===== src/sfcmd_pkg.sv =====
// constants, opcodes, status layout and states of the serial flash command decoder
// assumes a 100 MHz system clock; shared by the decoder and its pin synchroniser
package sfcmd_pkg;

	localparam int unsigned CLK_PERIOD_NS = 10;
	localparam int unsigned VOLATILE_REFRESH_TIME_NS = 50;
	localparam int unsigned VOL_REFRESH_CYCLES = VOLATILE_REFRESH_TIME_NS / CLK_PERIOD_NS;
	localparam int unsigned TIMER_W = 24;

	// pin vector layout
	localparam int unsigned PIN_W = 5;
	localparam int unsigned PIN_CS = 0;
	localparam int unsigned PIN_SCLK = 1;
	localparam int unsigned PIN_LANE0 = 2;
	localparam int unsigned PIN_LANE1 = 3;
	localparam int unsigned PIN_WP = 4;
	localparam logic [4:0] PIN_RST = 5'h11;

	// opcodes
	localparam logic [7:0] OPC_WEL_SET = 8'h06;
	localparam logic [7:0] OPC_VOL_ARM = 8'h50;
	localparam logic [7:0] OPC_WEL_CLR = 8'h04;
	localparam logic [7:0] OPC_SR_READ = 8'h05;
	localparam logic [7:0] OPC_SR_WRITE = 8'h01;
	localparam logic [7:0] OPC_READ = 8'h03;
	localparam logic [7:0] OPC_FAST_READ = 8'h0B;
	localparam logic [7:0] OPC_DUAL_OUT = 8'h3B;
	localparam logic [7:0] OPC_DUAL_IO = 8'hBB;

	// status layout
	localparam int unsigned SR_BUSY = 0;
	localparam int unsigned SR_WEL = 1;
	localparam int unsigned SR_LOCK = 7;
	localparam logic [7:0] SR_WR_MASK = 8'hBC;
	localparam logic [7:0] SR_RST = 8'h00;

	// clock counts per phase
	localparam logic [4:0] CNT_OPC_LAST = 5'h07;
	localparam logic [4:0] CNT_ADDR_LAST = 5'h17;
	localparam logic [4:0] CNT_DADDR_LAST = 5'h0F;
	localparam logic [4:0] CNT_DUMMY_LAST = 5'h07;
	localparam logic [4:0] CNT_WRSR_BYTE = 5'h08;
	localparam logic [4:0] CNT_MAX = 5'h1F;

	typedef enum logic [2:0] {
		ST_OPC = 3'h0,
		ST_CMD1 = 3'h1,
		ST_ADDR = 3'h2,
		ST_DUMMY = 3'h3,
		ST_SROUT = 3'h4,
		ST_RDOUT = 3'h5,
		ST_WRSR = 3'h6,
		ST_IGN = 3'h7
	} sfcmd_state_e;

endpackage


===== src/sfcmd_core.sv =====
// serial flash command decoder: latch control, status read/write, single and dual reads
// assumes pins asynchronous to clk, array data valid one clk after arrayAddr, sclk at most clk/8
`timescale 1ns/1ps
`default_nettype none
module sfcmd_core #(
	parameter int unsigned STATUS_WRITE_TIME_NS = 10000000
) (
	input wire logic clk,
	input wire logic resetn,
	input wire logic clkEn,
	input wire logic chipSelectN,
	input wire logic serialClk,
	input wire logic lane0In,
	output logic lane0Out,
	output logic lane0Oe,
	input wire logic lane1In,
	output logic lane1Out,
	output logic lane1Oe,
	input wire logic writeProtectN,
	input wire logic arrayBusy,
	input wire logic arrayOpDone,
	output logic [23:0] arrayAddr,
	input wire logic [7:0] arrayData,
	output logic [7:0] statusByte
);
	localparam int unsigned STATUS_WRITE_CYCLES = STATUS_WRITE_TIME_NS / sfcmd_pkg::CLK_PERIOD_NS;

	logic [sfcmd_pkg::PIN_W-1:0] pinLvl;
	logic [sfcmd_pkg::PIN_W-1:0] pinRise;
	logic [sfcmd_pkg::PIN_W-1:0] pinFall;
	sfcmd_pkg::sfcmd_state_e state_q;
	sfcmd_pkg::sfcmd_state_e opcState;
	logic [4:0] cnt_q;
	logic [31:0] sh_q;
	logic [31:0] shNext;
	logic [7:0] opc_q;
	logic [7:0] opcNext;
	logic dual_q;
	logic dualAddr_q;
	logic [23:0] addr_q;
	logic [2:0] pos_q;
	logic [7:0] byte_q;
	logic [7:0] cur;
	logic [7:0] sr_q;
	logic [7:0] newSr_q;
	logic wel_q;
	logic volArm_q;
	logic wsrVol_q;
	logic run_q;
	logic nvBusy_q;
	logic [sfcmd_pkg::TIMER_W-1:0] timer_q;
	logic csLow;
	logic csRise;
	logic sclkRise;
	logic sclkFall;
	logic busy;
	logic addrDone;
	logic outState;
	logic byteEnd;
	logic cmd1Exec;
	logic wsrGo;
	logic timerDone;
	logic locked;

	function automatic logic [31:0] shiftIn(input logic [31:0] sh, input logic dual, input logic b1, input logic b0);
		shiftIn = dual ? {sh[29:0], b1, b0} : {sh[30:0], b0};
	endfunction

	sfcmd_sync i_sfcmd_sync (
		.clk(clk),
		.resetn(resetn),
		.clkEn(clkEn),
		.pinIn({writeProtectN, lane1In, lane0In, serialClk, chipSelectN}),
		.pinLvl(pinLvl),
		.pinRise(pinRise),
		.pinFall(pinFall)
	);

	assign csLow = !pinLvl[sfcmd_pkg::PIN_CS] && !pinRise[sfcmd_pkg::PIN_CS];
	assign csRise = pinRise[sfcmd_pkg::PIN_CS];
	assign sclkRise = csLow && pinRise[sfcmd_pkg::PIN_SCLK];
	assign sclkFall = csLow && pinFall[sfcmd_pkg::PIN_SCLK];
	assign busy = nvBusy_q || arrayBusy;
	assign locked = sr_q[sfcmd_pkg::SR_LOCK] && !pinLvl[sfcmd_pkg::PIN_WP];
	assign shNext = shiftIn(sh_q, dualAddr_q && state_q == sfcmd_pkg::ST_ADDR,
		pinLvl[sfcmd_pkg::PIN_LANE1], pinLvl[sfcmd_pkg::PIN_LANE0]);
	assign opcNext = {sh_q[6:0], pinLvl[sfcmd_pkg::PIN_LANE0]};
	assign addrDone = sclkRise && state_q == sfcmd_pkg::ST_ADDR &&
		cnt_q == (dualAddr_q ? sfcmd_pkg::CNT_DADDR_LAST : sfcmd_pkg::CNT_ADDR_LAST);
	assign outState = state_q == sfcmd_pkg::ST_SROUT || state_q == sfcmd_pkg::ST_RDOUT;
	assign byteEnd = sclkFall && outState && pos_q == (dual_q ? 3'h1 : 3'h0);
	assign cmd1Exec = csRise && state_q == sfcmd_pkg::ST_CMD1;
	assign wsrGo = csRise && state_q == sfcmd_pkg::ST_WRSR && cnt_q == sfcmd_pkg::CNT_WRSR_BYTE &&
		(wel_q || wsrVol_q) && !locked;
	assign timerDone = run_q && timer_q == sfcmd_pkg::TIMER_W'(1);
	assign statusByte = (sr_q & sfcmd_pkg::SR_WR_MASK) | {6'h00, wel_q, busy};
	assign arrayAddr = addr_q;
	assign cur = (pos_q == 3'h7) ? (state_q == sfcmd_pkg::ST_SROUT ? statusByte : arrayData) : byte_q;

	// opcode decode; busy lets only status read through
	always_comb begin
		opcState = sfcmd_pkg::ST_IGN;
		if (busy && opcNext != sfcmd_pkg::OPC_SR_READ) begin
			opcState = sfcmd_pkg::ST_IGN;
		end else begin
			case (opcNext)
				sfcmd_pkg::OPC_WEL_SET, sfcmd_pkg::OPC_WEL_CLR, sfcmd_pkg::OPC_VOL_ARM: opcState = sfcmd_pkg::ST_CMD1;
				sfcmd_pkg::OPC_SR_READ: opcState = sfcmd_pkg::ST_SROUT;
				sfcmd_pkg::OPC_SR_WRITE: opcState = sfcmd_pkg::ST_WRSR;
				sfcmd_pkg::OPC_READ, sfcmd_pkg::OPC_FAST_READ, sfcmd_pkg::OPC_DUAL_OUT,
				sfcmd_pkg::OPC_DUAL_IO: opcState = sfcmd_pkg::ST_ADDR;
				default: opcState = sfcmd_pkg::ST_IGN;
			endcase
		end
	end

	// input shifting and frame sequencing
	always_ff @(posedge clk) begin
		if (!resetn) begin
			state_q <= sfcmd_pkg::ST_OPC;
			cnt_q <= 5'h00;
			sh_q <= 32'h00000000;
			opc_q <= 8'h00;
			dual_q <= 1'b0;
			dualAddr_q <= 1'b0;
		end else if (clkEn) begin
			if (!csLow) begin
				state_q <= sfcmd_pkg::ST_OPC;
				cnt_q <= 5'h00;
			end else if (sclkRise) begin
				sh_q <= shNext;
				case (state_q)
					sfcmd_pkg::ST_OPC: begin
						if (cnt_q == sfcmd_pkg::CNT_OPC_LAST) begin
							opc_q <= opcNext;
							state_q <= opcState;
							cnt_q <= 5'h00;
							dual_q <= opcNext == sfcmd_pkg::OPC_DUAL_OUT || opcNext == sfcmd_pkg::OPC_DUAL_IO;
							dualAddr_q <= opcNext == sfcmd_pkg::OPC_DUAL_IO;
						end else begin
							cnt_q <= cnt_q + 5'h01;
						end
					end
					sfcmd_pkg::ST_CMD1: state_q <= sfcmd_pkg::ST_IGN;
					sfcmd_pkg::ST_ADDR: begin
						cnt_q <= addrDone ? 5'h00 : cnt_q + 5'h01;
						if (addrDone) begin
							if (opc_q == sfcmd_pkg::OPC_READ || opc_q == sfcmd_pkg::OPC_DUAL_IO) begin
								state_q <= sfcmd_pkg::ST_RDOUT;
							end else begin
								state_q <= sfcmd_pkg::ST_DUMMY;
							end
						end
					end
					sfcmd_pkg::ST_DUMMY: begin
						cnt_q <= cnt_q + 5'h01;
						if (cnt_q == sfcmd_pkg::CNT_DUMMY_LAST) begin
							state_q <= sfcmd_pkg::ST_RDOUT;
						end
					end
					sfcmd_pkg::ST_WRSR: begin
						if (cnt_q != sfcmd_pkg::CNT_MAX) begin
							cnt_q <= cnt_q + 5'h01;
						end
					end
					default: state_q <= state_q;
				endcase
			end
		end
	end

	// read address: load after address phase, step after each byte
	always_ff @(posedge clk) begin
		if (!resetn) begin
			addr_q <= 24'h000000;
		end else if (clkEn) begin
			if (addrDone) begin
				addr_q <= dualAddr_q ? shNext[31:8] : shNext[23:0];
			end else if (byteEnd && state_q == sfcmd_pkg::ST_RDOUT) begin
				addr_q <= addr_q + 24'h000001;
			end
		end
	end

	// output shifting on falling edges
	always_ff @(posedge clk) begin
		if (!resetn) begin
			pos_q <= 3'h7;
			byte_q <= 8'h00;
			lane0Out <= 1'b0;
			lane0Oe <= 1'b0;
			lane1Out <= 1'b0;
			lane1Oe <= 1'b0;
		end else if (clkEn) begin
			if (!csLow) begin
				pos_q <= 3'h7;
				lane0Oe <= 1'b0;
				lane1Oe <= 1'b0;
			end else if (sclkFall && outState) begin
				byte_q <= cur;
				lane1Out <= cur[pos_q];
				lane1Oe <= 1'b1;
				if (dual_q) begin
					lane0Out <= cur[pos_q - 3'h1];
					lane0Oe <= 1'b1;
				end
				if (byteEnd) begin
					pos_q <= 3'h7;
				end else begin
					pos_q <= dual_q ? pos_q - 3'h2 : pos_q - 3'h1;
				end
			end
		end
	end

	// self-timed status write; volatile writes use the short refresh without busy
	always_ff @(posedge clk) begin
		if (!resetn) begin
			run_q <= 1'b0;
			nvBusy_q <= 1'b0;
			timer_q <= '0;
			newSr_q <= sfcmd_pkg::SR_RST;
		end else if (clkEn) begin
			if (wsrGo && !run_q) begin
				run_q <= 1'b1;
				nvBusy_q <= !wsrVol_q;
				timer_q <= wsrVol_q ? sfcmd_pkg::TIMER_W'(sfcmd_pkg::VOL_REFRESH_CYCLES) :
					sfcmd_pkg::TIMER_W'(STATUS_WRITE_CYCLES);
				newSr_q <= sh_q[7:0] & sfcmd_pkg::SR_WR_MASK;
			end else if (timerDone) begin
				run_q <= 1'b0;
				nvBusy_q <= 1'b0;
			end else if (run_q) begin
				timer_q <= timer_q - sfcmd_pkg::TIMER_W'(1);
			end
		end
	end

	always_ff @(posedge clk) begin
		if (!resetn) begin
			sr_q <= sfcmd_pkg::SR_RST;
		end else if (clkEn && timerDone) begin
			sr_q <= newSr_q;
		end
	end

	// write enable latch; a set in the same cycle as a clear wins
	always_ff @(posedge clk) begin
		if (!resetn) begin
			wel_q <= 1'b0;
		end else if (clkEn) begin
			if (cmd1Exec && opc_q == sfcmd_pkg::OPC_WEL_SET) begin
				wel_q <= 1'b1;
			end else if ((cmd1Exec && opc_q == sfcmd_pkg::OPC_WEL_CLR) || (timerDone && nvBusy_q) || arrayOpDone) begin
				wel_q <= 1'b0;
			end
		end
	end

	// volatile arm: consumed by the next status write opcode
	always_ff @(posedge clk) begin
		if (!resetn) begin
			volArm_q <= 1'b0;
			wsrVol_q <= 1'b0;
		end else if (clkEn) begin
			if (cmd1Exec && opc_q == sfcmd_pkg::OPC_VOL_ARM) begin
				volArm_q <= 1'b1;
			end else if (cmd1Exec && opc_q == sfcmd_pkg::OPC_WEL_CLR) begin
				volArm_q <= 1'b0;
			end else if (sclkRise && state_q == sfcmd_pkg::ST_OPC && cnt_q == sfcmd_pkg::CNT_OPC_LAST &&
				opcState == sfcmd_pkg::ST_WRSR) begin
				volArm_q <= 1'b0;
				wsrVol_q <= volArm_q;
			end
		end
	end
endmodule
`default_nettype wire


===== src/sfcmd_sync.sv =====
// three-stage pin synchroniser with agreement filter and edge pulses
// assumes pins asynchronous to clk; an edge counts once stages two and three agree
`timescale 1ns/1ps
`default_nettype none
module sfcmd_sync (
	input wire logic clk,
	input wire logic resetn,
	input wire logic clkEn,
	input wire logic [sfcmd_pkg::PIN_W-1:0] pinIn,
	output logic [sfcmd_pkg::PIN_W-1:0] pinLvl,
	output logic [sfcmd_pkg::PIN_W-1:0] pinRise,
	output logic [sfcmd_pkg::PIN_W-1:0] pinFall
);
	logic [sfcmd_pkg::PIN_W-1:0] s1_q;
	logic [sfcmd_pkg::PIN_W-1:0] s2_q;
	logic [sfcmd_pkg::PIN_W-1:0] s3_q;
	logic [sfcmd_pkg::PIN_W-1:0] lvl_q;

	always_ff @(posedge clk) begin
		if (!resetn) begin
			s1_q <= sfcmd_pkg::PIN_RST;
			s2_q <= sfcmd_pkg::PIN_RST;
			s3_q <= sfcmd_pkg::PIN_RST;
			lvl_q <= sfcmd_pkg::PIN_RST;
		end else if (clkEn) begin
			s1_q <= pinIn;
			s2_q <= s1_q;
			s3_q <= s2_q;
			lvl_q <= (s2_q & s3_q) | (lvl_q & (s2_q ^ s3_q));
		end
	end

	assign pinLvl = lvl_q;
	assign pinRise = {sfcmd_pkg::PIN_W{clkEn}} & s2_q & s3_q & ~lvl_q;
	assign pinFall = {sfcmd_pkg::PIN_W{clkEn}} & ~s2_q & ~s3_q & lvl_q;
endmodule
`default_nettype wire

===== config.mk =====
export PLATFORM = sky130hd
export DESIGN_NAME = sfcmd_core
export DESIGN_NICKNAME = d
export VERILOG_FILES = /design/src/sfcmd_pkg.sv /design/src/sfcmd_core.sv /design/src/sfcmd_sync.sv
export SDC_FILE = /design/constraint.sdc
export NUM_CORES = 1
export LEC_CHECK = 0
export ABC_CLOCK_PERIOD_IN_PS = 6400
export BUFFER_PORTS_ARGS = -buffer_cell sky130_fd_sc_hd__buf_2
export CORE_ASPECT_RATIO = 0.6
export CORE_MARGIN = 2
export CORE_UTILIZATION = 40
export DETAILED_ROUTE_END_ITERATION = 12
export PLACE_DENSITY_LB_ADDON = 0.05
export SYNTH_ARGS = -nofsm -noshare
export SYNTH_HDL_FRONTEND = slang
export SYNTH_SLANG_ARGS = --single-unit
export TNS_END_PERCENT = 5

===== constraint.sdc =====
create_clock -name clk -period 6.4 [get_ports clk]
set_input_delay 0.32 -clock clk [delete_from_list [all_inputs] [get_ports clk]]
set_output_delay 0.32 -clock clk [all_outputs]
set_load 0.02 [all_outputs]

==> Word-level counts from Yosys, hierarchy flattened <==
Cells that the tools add are included.
{ "totals": {"mem_bits_ro": 0, "out_inout_bits": 36, "reg_bits": 147, "in_bits": 18, "latch_bits": 0, "mem_bits_rw": 0, "word_cells": 197, "n_memories": 0} }
{ "op_classes": {"n_addsub": 5, "muxes": 48, "n_mul": 0, "reduce_logical": 62, "div_mod_pow": 0, "bitwise_logic": 16, "eq_ne": 39, "order_cmp": 2, "shifts": 0} }
{ "op_table": {"columns": ["op", "n"], "rows": [
  ["$mux 24", 6],
  ["$eq 8x3->1 const B", 5],
  ["$mux 3", 11],
  ["$mux 32", 1],
  ["$mux 5", 6],
  ["$logic_and 1x1->1", 26],
  ["$add 24x1->24 const B", 1],
  ["$eq 24x1->1 const B", 1],
  ["$pmux 3 s4", 2],
  ["$sub 24x1->24 const B", 1],
  ["$mux 20", 1],
  ["$pmux 5 s4", 1],
  ["$eq 8x2->1 const B", 2],
  ["$eq 8x7->1 const B", 2],
  ["$eq 8x8->1 const B", 2],
  ["$mux 1", 16],
  ["$mux 8", 2],
  ["$eq 3x3->1 const B", 5],
  ["$and 2x2->2", 6],
  ["$reduce_and 2->1", 6],
  ["$reduce_and 3->1", 4],
  ["$reduce_and 4->1", 3],
  ["$and 5x5->5", 2],
  ["$ne 5x1->1 const B", 2],
  ["other kinds (34)", 58]
]} }

==> Logic depth before layout (Yosys ltp) <==
{ "depth": {"depth_word": 12, "ltp_mapped": 10, "ltp_nobuf": 9} }

==> Cells and area by module <==
A second synthesis with hierarchy kept.
{ "hier_totals": {"cells_unflattened": 1062, "area_unflattened_um2": 8780.9} }
{ "modules_own_cells": {"columns": ["mod", "area_each_um2", "cells_per_inst", "instances"], "rows": [
  ["sfcmd_core", 7862.5, 972, 1],
  ["sfcmd_sync", 918.4, 90, 1]
]} }

==> Worst setup path after synthesis <==
No wires, ideal clock.
{ "synth_path": {"path_type": "register to register", "start": "register pos_q[0]", "end": "register addr_q[17] (netlist: arrayAddr[17])", "slack_ns": 3.393, "synth_period_minus_slack_ns": 3.007, "t_required_ns": 6.326, "path_stages_with_launch": 10, "setup_ns": 0.074, "n_path_buf": 1, "arrival_time_ns": 2.933, "cell_sequence": "dfxtp_1 clkbuf_1 clkinv_1 ha_1 or4b_2 nor4_4 and4_1 nand2b_1 or3_1 a31oi_1"} }
{ "synth_via": {"elab_chain_cells": 5} }
{ "synth_rtl": {"columns": ["item", "line_no", "rtl"], "rows": [
  ["start: declaration", "sfcmd_core.sv:41", "logic [2:0] pos_q;"],
  ["start signal: assignment", "sfcmd_core.sv:210", "pos_q <= dual_q ? pos_q - 3'h2 : pos_q - 3'h1;"],
  ["$eq 3x1->1", "sfcmd_core.sv:91", "assign byteEnd = sclkFall && outState && pos_q == (dual_q ? 3'h1 : 3'h0);"],
  ["$logic_and 1x1->1", "sfcmd_core.sv:91", null],
  ["$logic_and 1x1->1", "sfcmd_core.sv:179", "end else if (byteEnd && state_q == sfcmd_pkg::ST_RDOUT) begin"],
  ["$reduce_bool 2->1 (no source line)", null, null],
  ["$reduce_and 2->1 (no source line)", null, null],
  ["end signal: assignment", "sfcmd_core.sv:178", "addr_q <= dualAddr_q ? shNext[31:8] : shNext[23:0];"],
  ["end signal: assignment", "sfcmd_core.sv:180", "addr_q <= addr_q + 24'h000001;"],
  ["end: declaration", "sfcmd_core.sv:40", "logic [23:0] addr_q;"]
]} }
Every way passes these cells.
A chain may end at the register's enable or synchronous reset.

==> Final worst setup path <==
Same ends and word-level chain as after synthesis.

==> impl_metrics.tcl <==
set metrics [dict create \
    status "finished clean" \
    worstPathArrival_ns 3.99 \
    gp_congestion 0.841 \
    initial_core_util_pct 41.2 \
    grt_max_degree 61 \
    grt_pass1_vias 6200 \
    num_vias 7056 \
    finalMaxSlewViolations 0 \
    power.leakage_uw 0.00314 \
    finalCritPeriodShare_pct 56.9 \
    finalNonFillerCells 1274 \
    place_hpwl_um 15900 \
    h-tree-depth 4 \
    grt_pass1_wl_um 35800 \
    dieHeight_um 113 \
    syn_area_mm2 0.00790 \
    ys_top_cells_by_count "dfxtp_1, nor2_1, a21oi_1" \
    crit_required_ns 6.75 \
    power_switching_uw 452 \
    cts_resized 0 \
    p_comb_share_pct 4.0 \
    drive_above_1_share_pct 11.4 \
    synth.distinct_cells 69 \
    io_buffers 52 \
    min_period_ns 3.64 \
    synthArstFlopShare_pct 0 \
    swShare_pct 22.2 \
    synth_top_area_share_pct 37.0 \
    netlist.top_cell.by_area "dfxtp_1" \
    slew_headroom_pct 39.7 \
    via_per_inst 5.54 \
    syn-instance-count 987 \
    avgSynthCellArea_um2 8.00 \
    hold_viol_final 0 \
    grt_util_all_layers_pct 22.0 \
    fin_util_pct 46.3 \
    syn-num-nets 1019 \
    antenna_left 0 \
    max_freq_mhz 275 \
    tns_ns 0 \
    place_area_mm2 0.00828 \
    seq_power_share_pct 45.2 \
    cts_hold_buf 0 \
    area_growth_pct 12.5 \
    die-area_mm2 0.0209 \
    yosysMostFrequentCell "dfxtp_1" \
    post_cts_buffers 0 \
    worstSetupStartpointType "flip-flop" \
    vdd_ir_drop_max_mv 0.176 \
    core_mm2 0.0192 \
    cts_tree "built" \
    tightest_slew_ns 0.901 \
    path_max_fanout 16 \
    grt_antenna_before_repair 0 \
    p_clk_share_pct 50.8 \
    drt_iter0_markers 681 \
    synthFlopType "dfxtp_1" \
    io_pins 54 \
    globalRouteOverflowTotal 0 \
    first_pass_iters 5 \
    finalSetupViolCount 0 \
    cts_inserted_buffers 17 \
    insertion_delay_ns 0.43 \
    synth.area.top_cells "dfxtp_1, mux2i_1, a21oi_1" \
    routed_wl_um 22400 \
    hold_path_depth 3 \
    clock_skew_ns 0.0108 \
    whs_ns 0.113 \
    cts.path.max_buffers 2 \
    endpoint_kind "flip-flop" \
    ys_warn_count 0 \
    drc 0 \
    layout.nets 1027 \
    cellPowerDensity_mw_per_mm2 229 \
    synth-edff-count 0 \
    cts-root-buf "clkbuf_16" \
    die_w_um 185 \
    path_clk_slew_ns 0.06 \
    rr_worst_depth 8 \
    rsz0062_at_grt "no" \
    hold_class "input port to flip-flop" \
    fin_area_mm2 0.00889 \
    place_inst 1242 \
    crit_type "flip-flop to flip-flop" \
    cts.sinks 146 \
    maxCapViolCount 0 \
    n_antenna_cell 0 \
    ys_seq_area_share_pct 37.0 \
    synth_seq_cells 146 \
    p_int_uw 1580 \
    rows 39 \
    wl_per_cell_um 17.6 \
]
-- worst max-delay path, stage by stage, from the launching register on --
cell and delay (ns):
dfxtp_1 0.64, clkinv_1 0.40, ha_1 0.40, or4b_2 0.65
nor4_4 0.43, and4_1 0.39, nand2b_1 0.16, or3_1 0.33
a31oi_1 0.16
-- power groups by stage --
stage               registers [uW]  clock network (uW)  logic, uW
floorplan                      937                   0       57.0
global placement               939                   0       81.0
detailed placement             939                   0       80.2
CTS                            919                1050       80.7
global route                   920                1090       89.7
finish                         919                1030       81.4
-- through the flow --
step                      worst slack (ns)  total power, uW
after floorplan                       3.39              994
after global placement                2.88             1020
after detailed placement              2.79             1020
after CTS                             2.77             2050
after global routing                  2.48             2100
final                                 2.76             2030
-- logic make-up (layout without fill, tap and decap cells) --
kind of cell	Yosys count	count (layout)	synth area share (%)
adder cells (fa/ha/maj)	14	14	2.22
multiplexers	84	84	10.7
buffers and inverters	90	111	4.61
XOR/XNOR	21	21	2.33
flip-flops	146	146	37.0
AO/OA/AOI/OAI	261	261	20.1
AND/OR/NAND/NOR	370	370	23.0
other	1	1	0.0475
-- state kept, by name, indices dropped and copies added, names as in the netlist, 3 cells and up --
name,count
sh_q,30
arrayAddr,24
timer_q,24
byte_q,8
opc_q,8
cnt_q,5
i_sfcmd_sync.pinLvl,5
i_sfcmd_sync.s1_q,5
i_sfcmd_sync.s2_q,5
i_sfcmd_sync.s3_q,5
newSr_q,5
sr_q,5
pos_q,3
state_q,3
-- cell usage in the layout (no fill, tap or decap), types with 12 or more instances in the layout --
cell,Yosys,final
a211oi_1,41,41
a21oi_1,105,105
and3_1,12,12
buf_2,3,52
clkbuf_16,0,17
dfxtp_1,146,146
ha_1,14,14
inv_1,16,15
mux2i_1,82,82
nand2_1,93,93
nand3_1,32,32
nand4_1,12,12
nor2_1,122,121
nor3_1,21,21
o21ai_0,53,53
or4_1,12,12
xor2_1,12,12
-- worst paths after layout --
kind | slack, ns | endpoint | start
min reg2reg | 0.45 | newSr_q[7] | newSr_q[7]
max reg2reg | 2.76 | arrayAddr[17] | pos_q[0]
max | 2.76 | arrayAddr[17] | pos_q[0]
min | 0.11 | i_sfcmd_sync.s1_q[4] | writeProtectN
-- area by class of cell --
class,instances,area (um^2)
Fill cell,1895,10300
Tap cell,266,333
Multi-Input combinational cell,751,4630
Clock buffer,23,478
Sequential cell,146,2920
Clock inverter,9,129
Inverter,17,63.8
Timing Repair Buffer,62,335
-- metal layers --
layer	track usage, %	share of wire, %	vias to the layer above
li1	-	-	3592
met1	38.8	59	3232
met2	25.0	34	219
met3	4.70	6.6	13
met4	4.39	0.65	0
met5	0	0	-
Note: power is estimated with default switching activity, not from simulation.
